**config.mk**
```make
export PLATFORM = sky130hd
export DESIGN_NAME = gp_port
export DESIGN_NICKNAME = d
export VERILOG_FILES = /design/src/gp_pkg.sv /design/src/gp_port.sv
export VERILOG_INCLUDE_DIRS = /design/src
export SDC_FILE = /design/constraint.sdc
export NUM_CORES = 1
export LEC_CHECK = 0
export BUFFER_PORTS_ARGS = -buffer_cell sky130_fd_sc_hd__buf_2
export CORE_ASPECT_RATIO = 1.75
export CORE_MARGIN = 2
export CORE_UTILIZATION = 30
export DETAILED_ROUTE_END_ITERATION = 10
export GPL_ROUTABILITY_DRIVEN = 0
export GPL_TIMING_DRIVEN = 0
export PLACE_DENSITY = 0.52
export SYNTH_ARGS = -nofsm -noshare
export SYNTH_HDL_FRONTEND = slang
export SYNTH_SLANG_ARGS = --single-unit
```
**constraint.sdc**
```tcl
create_clock -name mclk -period 2.2 [get_ports mclk]
set_clock_uncertainty 0.15 [all_clocks]
set_input_delay 0.44 -clock mclk [delete_from_list [all_inputs] [get_ports mclk]]
set_output_delay 0.44 -clock mclk [all_outputs]
set_load 0.02 [all_outputs]
```
**src/gp_map.svh**
```systemverilog
/*
 Register offsets, field positions, reset values and vector bases of the
 eight-pin general purpose port. Assumes a 32-bit AXI4-Lite register bus.
*/
`ifndef GP_MAP_SVH
`define GP_MAP_SVH

// ==========================================================
// Register byte offsets
`define GP_DIR       8'h00
`define GP_DIRSET    8'h04
`define GP_DIRCLR    8'h08
`define GP_DIRTGL    8'h0C
`define GP_OUT       8'h10
`define GP_OUTSET    8'h14
`define GP_OUTCLR    8'h18
`define GP_OUTTGL    8'h1C
`define GP_IN        8'h20
`define GP_CTRL      8'h24
`define GP_MASK0     8'h28
`define GP_MASK1     8'h2C
`define GP_FLAGS     8'h30
`define GP_MPC       8'h34
`define GP_CFGALL    8'h38
`define GP_CFG0      8'h40
`define GP_CFG7      8'h5C

// ==========================================================
// Pin configuration fields
`define GP_CFG_SENSE_LSB 0
`define GP_CFG_OPC_LSB   2
`define GP_CFG_INV_BIT   5

// ==========================================================
// Control fields
`define GP_CTRL_CLKOUT  0
`define GP_CTRL_RTCOUT  1
`define GP_CTRL_EVOUT   2
`define GP_CTRL_EVSEL   3
`define GP_CTRL_REMAP   5
`define GP_CLKOUT_PIN   7
`define GP_EVOUT_PIN    6

// ==========================================================
// Reset values
`define GP_RST_BYTE  8'h00
`define GP_RST_CFG   6'h00
`define GP_RST_CTRL  6'h00

// ==========================================================
// Interrupt vector word addresses
`define GP_VEC_PORT_A 12'h084
`define GP_VEC_PORT_B 12'h044
`define GP_VEC_PORT_C 12'h004
`define GP_INT0_OFS   12'h000
`define GP_INT1_OFS   12'h002

`endif

```
**src/gp_pkg.sv**
```systemverilog
/*
 Types of the general purpose port: sense and driver encodings and the
 packed state record. Assumes gp_map.svh for numbers.
*/
package gp_pkg;

    typedef enum logic [1:0] {
        GP_SENSE_BOTH = 2'h0,
        GP_SENSE_RISE = 2'h1,
        GP_SENSE_FALL = 2'h2,
        GP_SENSE_LOW  = 2'h3
    } gp_sense_t;

    typedef enum logic [2:0] {
        GP_OPC_TOTEM   = 3'h0,
        GP_OPC_KEEPER  = 3'h1,
        GP_OPC_PDOWN   = 3'h2,
        GP_OPC_PUP     = 3'h3,
        GP_OPC_WOR     = 3'h4,
        GP_OPC_WAND    = 3'h5,
        GP_OPC_WOR_PD  = 3'h6,
        GP_OPC_WAND_PU = 3'h7
    } gp_opc_t;

    typedef struct packed {
        logic inv;
        gp_opc_t opc;
        gp_sense_t sense;
    } gp_cfg_t;

    typedef struct packed {
        logic [7:0] dir;
        logic [7:0] out;
        gp_cfg_t [7:0] cfg;
        logic [7:0] mask0;
        logic [7:0] mask1;
        logic [7:0] flags;
        logic [7:0] mpc;
        logic [5:0] ctrl;
        logic [7:0] sync1;
        logic [7:0] sync2;
        logic [7:0] prev;
        logic rtc1;
        logic rtc2;
        logic clkdiv;
        logic [7:0] pin_o;
        logic [7:0] pin_oe_n;
        logic [7:0] pin_pu;
        logic [7:0] pin_pd;
        logic bvalid;
        logic [1:0] bresp;
        logic rvalid;
        logic [1:0] rresp;
        logic [31:0] rdata;
    } gp_state_t;

endpackage

```
**src/gp_port.sv**
```systemverilog
/*
 Eight-pin general purpose port with AXI4-Lite registers, per-pin driver,
 pull and inversion setup, edge/level sensing onto two masked interrupts,
 alternate function override and clock/event output.
 Assumes pins and rtc_clk are asynchronous to mclk; alternate function and
 event inputs come from logic on mclk.
*/
// How it works
// - Eight pins 0..7, each set as input or output by its direction bit.
// - Per-pin driver: totem-pole, wired-AND, wired-OR, bus-keeper, inverted I/O.
// - Optional pull-up or pull-down for inputs and wired-OR/AND pins.
// - Bus-keeper weakly pulls toward the last level seen on the pin.
// - Per-pin sense of both edges, rising, falling or low level sets flags.
// - Sensing is clocked when the port clock is enabled, asynchronous otherwise.
// - Asynchronous pin change raises a wake request with no clock running.
// - Inverted I/O inverts the pin value before sensing.
// - Two port interrupts, each with its own per-pin mask.
// - Set, clear and toggle registers change only selected output bits.
// - Direction set/clear/toggle change only selected pins without touching others.
// - One write applies the same configuration to all selected pins.
// - Direction and output registers give single-bit access through the set and clear words.
// - An enabled peripheral may override pin function or output value.
// - Peripheral clock and real-time counter clock can be routed to a pin.
// - Event channels can be driven out on a pin.
// - Peripheral pin locations can be remapped to alternative pins.
// - Interrupt vectors are the port base word address plus interrupt offset.
// - Under reset all pins are tri-stated and registers take initial values.
`timescale 1ns/1ps
`include "gp_map.svh"

module gp_port #(
    parameter int PORT_SEL = 0
) (
    // Clock and reset
    input wire logic mclk,
    input wire logic nrst,
    // AXI4-Lite write address and data
    input wire logic [7:0] s_axi_awaddr,
    input wire logic s_axi_awvalid,
    output logic s_axi_awready,
    input wire logic [31:0] s_axi_wdata,
    input wire logic [3:0] s_axi_wstrb,
    input wire logic s_axi_wvalid,
    output logic s_axi_wready,
    // AXI4-Lite write response
    output logic [1:0] s_axi_bresp,
    output logic s_axi_bvalid,
    input wire logic s_axi_bready,
    // AXI4-Lite read
    input wire logic [7:0] s_axi_araddr,
    input wire logic s_axi_arvalid,
    output logic s_axi_arready,
    output logic [31:0] s_axi_rdata,
    output logic [1:0] s_axi_rresp,
    output logic s_axi_rvalid,
    input wire logic s_axi_rready,
    // Pins
    input wire logic [7:0] pin_i,
    output logic [7:0] pin_o,
    output logic [7:0] pin_oe_n,
    output logic [7:0] pin_pu,
    output logic [7:0] pin_pd,
    // Alternate functions and system signals
    input wire logic [7:0] alt_en,
    input wire logic [7:0] alt_out,
    input wire logic [7:0] alt_oe,
    input wire logic [3:0] ev_ch,
    input wire logic rtc_clk,
    input wire logic port_clk_en,
    // Interrupts and wake
    output logic irq0,
    output logic irq1,
    output logic [11:0] irq0_vector,
    output logic [11:0] irq1_vector,
    output logic wake
);

    // Only three vector bases exist
    if (PORT_SEL < 0 || PORT_SEL > 2) begin : g_bad_sel
        $error("PORT_SEL must be 0, 1 or 2");
    end

    // ==========================================================
    // Interrupt vectors
    localparam logic [11:0] VEC_BASE = (PORT_SEL == 0) ? `GP_VEC_PORT_A :
                                       (PORT_SEL == 1) ? `GP_VEC_PORT_B :
                                       `GP_VEC_PORT_C;

    assign irq0_vector = VEC_BASE + `GP_INT0_OFS;
    assign irq1_vector = VEC_BASE + `GP_INT1_OFS;

    gp_pkg::gp_state_t q;
    gp_pkg::gp_state_t d;

    // ==========================================================
    // Bus handshakes
    logic wr_go;
    logic rd_go;

    assign wr_go = s_axi_awvalid && s_axi_wvalid && !q.bvalid;
    assign rd_go = s_axi_arvalid && !q.rvalid;
    assign s_axi_awready = wr_go;
    assign s_axi_wready = wr_go;
    assign s_axi_arready = rd_go;
    assign s_axi_bvalid = q.bvalid;
    assign s_axi_bresp = q.bresp;
    assign s_axi_rvalid = q.rvalid;
    assign s_axi_rresp = q.rresp;
    assign s_axi_rdata = q.rdata;

    assign pin_o = q.pin_o;
    assign pin_oe_n = q.pin_oe_n;
    assign pin_pu = q.pin_pu;
    assign pin_pd = q.pin_pd;
    assign irq0 = |(q.flags & q.mask0);
    assign irq1 = |(q.flags & q.mask1);

    // ==========================================================
    // Asynchronous wake
    // Raw pins meet only the last clocked value; no flop of the sync chain
    logic [7:0] raw_inv;
    logic [7:0] async_hit;

    always_comb begin
        for (int i = 0; i < 8; i++) begin
            raw_inv[i] = pin_i[i] ^ q.cfg[i].inv;
            case (q.cfg[i].sense)
                gp_pkg::GP_SENSE_RISE: async_hit[i] = raw_inv[i] & ~q.prev[i];
                gp_pkg::GP_SENSE_FALL: async_hit[i] = ~raw_inv[i] & q.prev[i];
                gp_pkg::GP_SENSE_LOW: async_hit[i] = ~raw_inv[i];
                default: async_hit[i] = raw_inv[i] ^ q.prev[i];
            endcase
        end
    end

    assign wake = !port_clk_en && |(async_hit & (q.mask0 | q.mask1));

    // ==========================================================
    // Next state
    always_comb begin
        logic [7:0] cur;
        logic [7:0] hit;
        logic [7:0] wb;
        logic [7:0] val;
        logic [7:0] a_en;
        logic [7:0] a_out;
        logic [7:0] a_oe;
        logic wr_ok;
        logic rd_hit;
        logic [31:0] rd;
        int k;
        cur = '0;
        hit = '0;
        wb = s_axi_wdata[7:0];
        val = '0;
        a_en = '0;
        a_out = '0;
        a_oe = '0;
        wr_ok = 1'b0;
        rd_hit = 1'b1;
        rd = '0;
        k = 0;
        d = q;

        // Pin synchronisers
        d.sync1 = pin_i;
        d.sync2 = q.sync1;
        d.rtc1 = rtc_clk;
        d.rtc2 = q.rtc1;
        d.clkdiv = ~q.clkdiv;

        // Sensing on synchronised, inverted value
        for (int i = 0; i < 8; i++) begin
            cur[i] = q.sync2[i] ^ q.cfg[i].inv;
            case (q.cfg[i].sense)
                gp_pkg::GP_SENSE_BOTH: hit[i] = cur[i] ^ q.prev[i];
                gp_pkg::GP_SENSE_RISE: hit[i] = cur[i] & ~q.prev[i];
                gp_pkg::GP_SENSE_FALL: hit[i] = ~cur[i] & q.prev[i];
                gp_pkg::GP_SENSE_LOW: hit[i] = ~cur[i];
                default: hit[i] = 1'b0;
            endcase
        end
        d.prev = cur;
        if (!port_clk_en) begin
            hit = '0;
        end

        // Register writes
        if (wr_go) begin
            d.bvalid = 1'b1;
            d.bresp = 2'h0;
            wr_ok = s_axi_wstrb[0];
            case (s_axi_awaddr)
                `GP_DIR: if (wr_ok) d.dir = wb;
                `GP_DIRSET: if (wr_ok) d.dir = q.dir | wb;
                `GP_DIRCLR: if (wr_ok) d.dir = q.dir & ~wb;
                `GP_DIRTGL: if (wr_ok) d.dir = q.dir ^ wb;
                `GP_OUT: if (wr_ok) d.out = wb;
                `GP_OUTSET: if (wr_ok) d.out = q.out | wb;
                `GP_OUTCLR: if (wr_ok) d.out = q.out & ~wb;
                `GP_OUTTGL: if (wr_ok) d.out = q.out ^ wb;
                `GP_IN: d.bresp = 2'h0;
                `GP_CTRL: if (wr_ok) d.ctrl = s_axi_wdata[5:0];
                `GP_MASK0: if (wr_ok) d.mask0 = wb;
                `GP_MASK1: if (wr_ok) d.mask1 = wb;
                `GP_FLAGS: if (wr_ok) d.flags = q.flags & ~wb;
                `GP_MPC: if (wr_ok) d.mpc = wb;
                `GP_CFGALL: begin
                    for (int i = 0; i < 8; i++) begin
                        if (wr_ok && q.mpc[i]) begin
                            d.cfg[i] = s_axi_wdata[5:0];
                        end
                    end
                end
                default: begin
                    if (s_axi_awaddr >= `GP_CFG0 && s_axi_awaddr <= `GP_CFG7
                        && s_axi_awaddr[1:0] == 2'h0) begin
                        k = int'(s_axi_awaddr[4:2]);
                        if (wr_ok) d.cfg[k] = s_axi_wdata[5:0];
                    end else begin
                        d.bresp = 2'h2;
                    end
                end
            endcase
        end else if (q.bvalid && s_axi_bready) begin
            d.bvalid = 1'b0;
        end

        // New events win over a clear in the same cycle
        d.flags = d.flags | hit;

        // Register reads
        if (rd_go) begin
            case (s_axi_araddr)
                `GP_DIR: rd[7:0] = q.dir;
                `GP_DIRSET: rd[7:0] = q.dir;
                `GP_DIRCLR: rd[7:0] = q.dir;
                `GP_DIRTGL: rd[7:0] = q.dir;
                `GP_OUT: rd[7:0] = q.out;
                `GP_OUTSET: rd[7:0] = q.out;
                `GP_OUTCLR: rd[7:0] = q.out;
                `GP_OUTTGL: rd[7:0] = q.out;
                `GP_IN: rd[7:0] = cur;
                `GP_CTRL: rd[5:0] = q.ctrl;
                `GP_MASK0: rd[7:0] = q.mask0;
                `GP_MASK1: rd[7:0] = q.mask1;
                `GP_FLAGS: rd[7:0] = q.flags;
                `GP_MPC: rd[7:0] = q.mpc;
                `GP_CFGALL: rd = '0;
                default: begin
                    if (s_axi_araddr >= `GP_CFG0 && s_axi_araddr <= `GP_CFG7
                        && s_axi_araddr[1:0] == 2'h0) begin
                        rd[5:0] = q.cfg[s_axi_araddr[4:2]];
                    end else begin
                        rd_hit = 1'b0;
                    end
                end
            endcase
            d.rvalid = 1'b1;
            d.rdata = rd;
            d.rresp = rd_hit ? 2'h0 : 2'h2;
        end else if (q.rvalid && s_axi_rready) begin
            d.rvalid = 1'b0;
        end

        // Alternate functions, nibble swap when remapped
        for (int i = 0; i < 8; i++) begin
            k = q.ctrl[`GP_CTRL_REMAP] ? (i ^ 4) : i;
            a_en[i] = alt_en[k];
            a_out[i] = alt_out[k];
            a_oe[i] = alt_oe[k];
        end
        if (q.ctrl[`GP_CTRL_EVOUT]) begin
            a_en[`GP_EVOUT_PIN] = 1'b1;
            a_oe[`GP_EVOUT_PIN] = 1'b1;
            a_out[`GP_EVOUT_PIN] = ev_ch[q.ctrl[`GP_CTRL_EVSEL +: 2]];
        end
        // Peripheral clock first; only half rate can leave through a flop
        if (q.ctrl[`GP_CTRL_CLKOUT] || q.ctrl[`GP_CTRL_RTCOUT]) begin
            a_en[`GP_CLKOUT_PIN] = 1'b1;
            a_oe[`GP_CLKOUT_PIN] = 1'b1;
            a_out[`GP_CLKOUT_PIN] = q.ctrl[`GP_CTRL_CLKOUT] ? q.clkdiv : q.rtc2;
        end

        // Output driver and pulls
        for (int i = 0; i < 8; i++) begin
            val[i] = q.out[i] ^ q.cfg[i].inv;
            d.pin_o[i] = val[i];
            d.pin_pu[i] = 1'b0;
            d.pin_pd[i] = 1'b0;
            case (q.cfg[i].opc)
                gp_pkg::GP_OPC_WOR, gp_pkg::GP_OPC_WOR_PD: begin
                    d.pin_oe_n[i] = ~(q.dir[i] & val[i]);
                    d.pin_pd[i] = q.cfg[i].opc == gp_pkg::GP_OPC_WOR_PD;
                end
                gp_pkg::GP_OPC_WAND, gp_pkg::GP_OPC_WAND_PU: begin
                    d.pin_oe_n[i] = ~(q.dir[i] & ~val[i]);
                    d.pin_pu[i] = q.cfg[i].opc == gp_pkg::GP_OPC_WAND_PU;
                end
                gp_pkg::GP_OPC_KEEPER: begin
                    d.pin_oe_n[i] = ~q.dir[i];
                    d.pin_pu[i] = q.sync2[i];
                    d.pin_pd[i] = ~q.sync2[i];
                end
                gp_pkg::GP_OPC_PDOWN: begin
                    d.pin_oe_n[i] = ~q.dir[i];
                    d.pin_pd[i] = ~q.dir[i];
                end
                gp_pkg::GP_OPC_PUP: begin
                    d.pin_oe_n[i] = ~q.dir[i];
                    d.pin_pu[i] = ~q.dir[i];
                end
                default: d.pin_oe_n[i] = ~q.dir[i];
            endcase
            if (a_en[i]) begin
                d.pin_o[i] = a_out[i];
                d.pin_oe_n[i] = ~a_oe[i];
            end
        end
    end

    // ==========================================================
    // State register
    always_ff @(posedge mclk or negedge nrst) begin
        if (!nrst) begin
            q <= '0;
            q.pin_oe_n <= 8'hFF;
        end else begin
            q <= d;
        end
    end

endmodule

```
Word level (Yosys, flattened, before mapping)
Cells that the tools add are included.

Bits in registers: 175. Logic and storage cells: 631. Input port bits: 97. Output and inout bits: 100.

Reduce and logical (&&, ||, !) cells: 79. Multiplexer cells: 191. Eq/ne operators: 124. Order comparisons: 16. Bitwise gates (word level): 175.

Operators with widths (count): 8-bit by 6-bit == test with 1-bit output (second input constant) (14); 3-bit == test (second input constant) (32); 48-bit two-way mux (2); 8-bit two-way mux (12); 48-bit case mux with 2 select lines (1); 1-bit two-way mux (79); 6-bit two-way mux (13); 1-bit inverter (74); 1-bit binary-select mux with 3-bit select (24); 1-bit case mux with 3 select lines (24); 8-bit by 5-bit == test with 1-bit output (second input constant) (8); 8-bit case mux with 4 select lines (2); 6-bit case mux with 9 select lines (1); 1-bit AND (48); 8-bit AND (6); 48-bit bitwise mux (1); 3-bit by 2-bit == test with 1-bit output (second input constant) (16); 3-bit by 4-bit less-than comparator with 1-bit output (second input constant) (10); 5-bit AND reduction (8); 1-bit XOR (40); 2-bit == test (second input constant) (16); 8-bit by 4-bit == test with 1-bit output (second input constant) (4); 2-bit != test (second input constant) (16); 8-bit bitwise OR (4); other kinds (32) (130).

Depth between registers and ports, before layout
Depth after elaboration: 8. Mapped depth: 8. Mapped depth without buffers: 8.

Worst setup path after synthesis
No wires, ideal clock.

Kind: register to output. From: register q[158] (netlist bit). To: output port wake. Required time: 1.610 ns. Cell stages (with the launch flop): 9. Arrival time: 1.698 ns. Path buffers: 0. Slack: -0.088 ns. Cell sequence: dfrtp_1 -> xnor2_1 -> inv_1 -> ha_1 -> nand2_1 -> o21ai_0 -> o22ai_1 -> o22ai_1 -> o41a_1.

Longest elaborated chain between the ends: 7. Elaborated cells on any way between the ends: 9. Classes of those cells: mux: 1; bitwise: 6; reduce/logical: 2.

RTL lines: from (decl) (RTL line gp_port.sv:92) `gp_pkg::gp_state_t q;`; 1-bit XOR (*) (RTL line gp_port.sv:126) `raw_inv[i] = pin_i[i] ^ q.cfg[i].inv;`; 1-bit inverter (RTL line gp_port.sv:129, gp_port.sv:130); 1-bit AND (RTL line gp_port.sv:129) `gp_pkg::GP_SENSE_FALL: async_hit[i] = ~raw_inv[i] & q.prev[i];`; 1-bit case mux with 3 select lines (*) (RTL line gp_port.sv:127) `case (q.cfg[i].sense)`; 8-bit AND (*) (RTL line gp_port.sv:136) `assign wake = !port_clk_en && |(async_hit & (q.mask0 | q.mask1));`; 8-bit OR reduction (*) (RTL line gp_port.sv:136); 1-bit logical AND (*) (RTL line gp_port.sv:136); to (decl) (RTL line gp_port.sv:75) `output logic wake`.

Mark *: on every way between the ends. The rest lies on a longest branch, timed or not.

Final worst setup path
From: register q[152] (netlist bit). To: output port wake.

Same word-level chain as after synthesis.

==> out/qor.txt <==
status: complete, but fails checks
violated checks: negative setup slack
max-slew violation count: 0
min cycle time layout: 2961 ps
slew margin rel.: 0.4309
Ports: 197
deepest clock path buffer count: 2
P per Cell Area: 569.1 nW/um2
clk sink count: 173
die area: 38060 um2
CP Class: reg2out
CP max stage delay: 470 ps
pin count of the biggest net entering global routing: 101
hpwl dp: 28.82 mm
share of cells above drive strength 1: 0.3882
starting density of the core: 0.3036
Final nets: 1400
DP Worst Slack: -1247 ps
area leader, netlist: dfrtp_1
DRC: 0
Final Worst Setup Slack: -760.8 ps
most common cell in the synthesized netlist: dfrtp_1
crit path launch type: flop
Worst Hold Depth: 1
Final Power: 7757 uW
fillers: 3545
Core Box Area: 36030 um2
Pre-Repair DR Iteration Count: 5
VDD IR max: 480.4 uV
All-Layer GR Usage: 0.1951
Synth top area share: 0.3775
Reg2Reg Setup Slack: -40 ps
worst-path cell chain: xnor2_4 > ha_1 > inv_1 > o21ai_0 > a21oi_2 > o22ai_1 > o41a_1 > buf_6
# H-tree levels: 4
# rows: 92
HP Class: in2reg
Slew @ Worst Pin: 853.6 ps
setup violators final: 4
GR Layer Usage met2: 0.3629
TritonCTS clock tree: yes
GRT met1 Usage: 0.1917
Crit. End Element: output pin
Post-Synth XOR/XNOR Area: 0.02562
first-pass GRT wire length: 54.54 mm
ranking of synthesized cells by area: dfrtp_1, mux2_2, ha_1
ys flop type: dfrtp_1
vias in the first global route: 8766
GR peak layer: met2
Arr. time, crit path: 2370 ps
Layout Cells excl Fill: 1722
placed insts: 1662
RSZ-0062 raised after global routing: yes
antenna violations before repair: 0
Synth async-reset ratio: 1.000
clock buffer count from CTS: 17
Synth Area in Adders: 0.07321
Commonest cells post-synth: dfrtp_1, buf_4, inv_1
via count: 8576
hold_ws: 21.78 ps
IO buf count: 116
Leakage: 0.006649 uW
total gr overflow: 0
f_max: 337.8 MHz
mux share of post-synthesis cell area: 0.1918
initial DRC count: 402
critical path's slowest cell: o41a_1
DIE HEIGHT: 256.6 um
Area growth syn-to-layout: 24.63%
flops & latches, synth: 173
number of synthesized flops with an enable pin: 0
ant diodes: 0
drt total wl: 36.68 mm
final hold vios: 0
fin util: 0.3784
Mapped Cells: 1026
die outline width: 148.3 um
grt met3 use: 0.03665
FF-to-FF path depth: 6
clk slew on worst S/H paths: 60 ps
worst-skew pair later-pin latency: 450 ps
Avg Cell Area, Syn: 10.66 um2
CP Max Fanout: 3
synthesized cell area: 10940 um2
Final Cycle Share: 1.346
clk root buf: clkbuf_16
simple-gate share of the synthesized area: 0.09140
register area share after synthesis: 0.3967
Netlist cell types: 65
ANT nets after route: 0
Avg WL per Cell: 21.30 um
largest family of logic cells by synthesized area: multiplexers
Ys Warns: 0
compound-cell area share of the yosys netlist: 0.1120
Required @ worst endpoint: 1610 ps
number of max-cap violations: 0
vias per cell: 4.980
[kinds of logic (layout without fill, tap and decap cells)]
kind of cell               Yosys count  in the layout
muxes                              153            153
adders and majority gates           64             64
other                                2             50
buffers and inverters              216            394
DFF                                173            173
and+or+nand+nor                    194            194
xor gates and xnor gates            32             32
AOI/OAI and AO/OA                  192            192
[final timing paths]
kind	startpoint	endpoint
max	q[152]	wake
min	pin_i[5]	d[86]
max reg2reg	q[140]	s_axi_rdata[5]
max in group asynchronous	nrst	q[140]
min in group asynchronous	nrst	q[186]
min reg2reg	d[84]	q[84]
[flip-flops by register name (all words and copies together), names as in the netlist]
name,flops
s_axi_bresp,1
s_axi_rresp,1
pin_pu,8
pin_oe_n,8
s_axi_rdata,8
d,9
q,120
s_axi_bvalid,1
pin_o,8
pin_pd,8
s_axi_rvalid,1
[repair_timing]
item,4_1_cts,5_1_grt
hold buffers,7,0
setup endpoints to repair,89,57
hold endpoints to repair,103,0
resized for setup,57,28
setup buffers,10,14
pin swaps,13,25
[per-stage QoR]
| step | area, um2 | setup TNS (ps) |
|---|---|---|
| 5_1_grt | 13630 | -1211 |
| 3_3_place_gp | 12400 | -454610 |
| 6_report | 13630 | -856.1 |
| 3_5_place_dp | 12450 | -44480 |
| 4_1_cts | 13400 | -853.9 |
| 2_1_floorplan | 11230 | -1.686 |
[per-layer routing]
| metal | share of wire | wire [um] |
|---|---|---|
| met4 | 0.072 | 2637 |
| met1 | 0.34 | 12630 |
| met3 | 0.043 | 1580 |
| met5 | 0 | 0 |
| met2 | 0.54 | 19830 |
[area by class of cell]
type	count	area, um2	area share
timing repair buffer	148	880.8	0.06462
inverter	88	334.1	0.02451
multi-input combinational	685	6035	0.4427
sequential	173	4353	0.3193
clock inverter	6	86.33	0.006333
tap	470	588.1	0.04314
clock buffer	26	499.2	0.03662
buffer	126	855.8	0.06278
[power breakdown]
| part | switching (uW) | internal, uW | total (uW) |
|---|---|---|---|
| clock network | 1300 | 1790 | 3090 |
| logic | 740 | 537 | 1280 |
| registers | 105 | 3290 | 3390 |
| total | 2140 | 5620 | 7760 |
[critical path: cells and delay by family (launching register included)]
kind / cells / cell delay, ps
AO/OA/AOI/OAI: 4 / 920
XOR/XNOR: 1 / 170
flip-flops: 1 / 440
buffers and inverters: 2 / 200
adder cells (fa/ha/maj): 1 / 180
[cells in the final DEF, fill, tap and decap left out, types with 11 or more instances in the layout]
cell	count
mux2_4	12
nor2b_1	12
mux4_2	33
buf_2	131
a22o_1	11
ha_1	61
o21ai_0	64
clkbuf_16	17
inv_1	82
mux2_2	75
nand3_1	11
buf_4	118
dfrtp_2	11
mux2i_1	32
a21oi_1	30
dfrtp_1	154
nand2_1	56
conb_1	50
nor2_1	47
No activity file was read; power rests on OpenSTA's default activity.
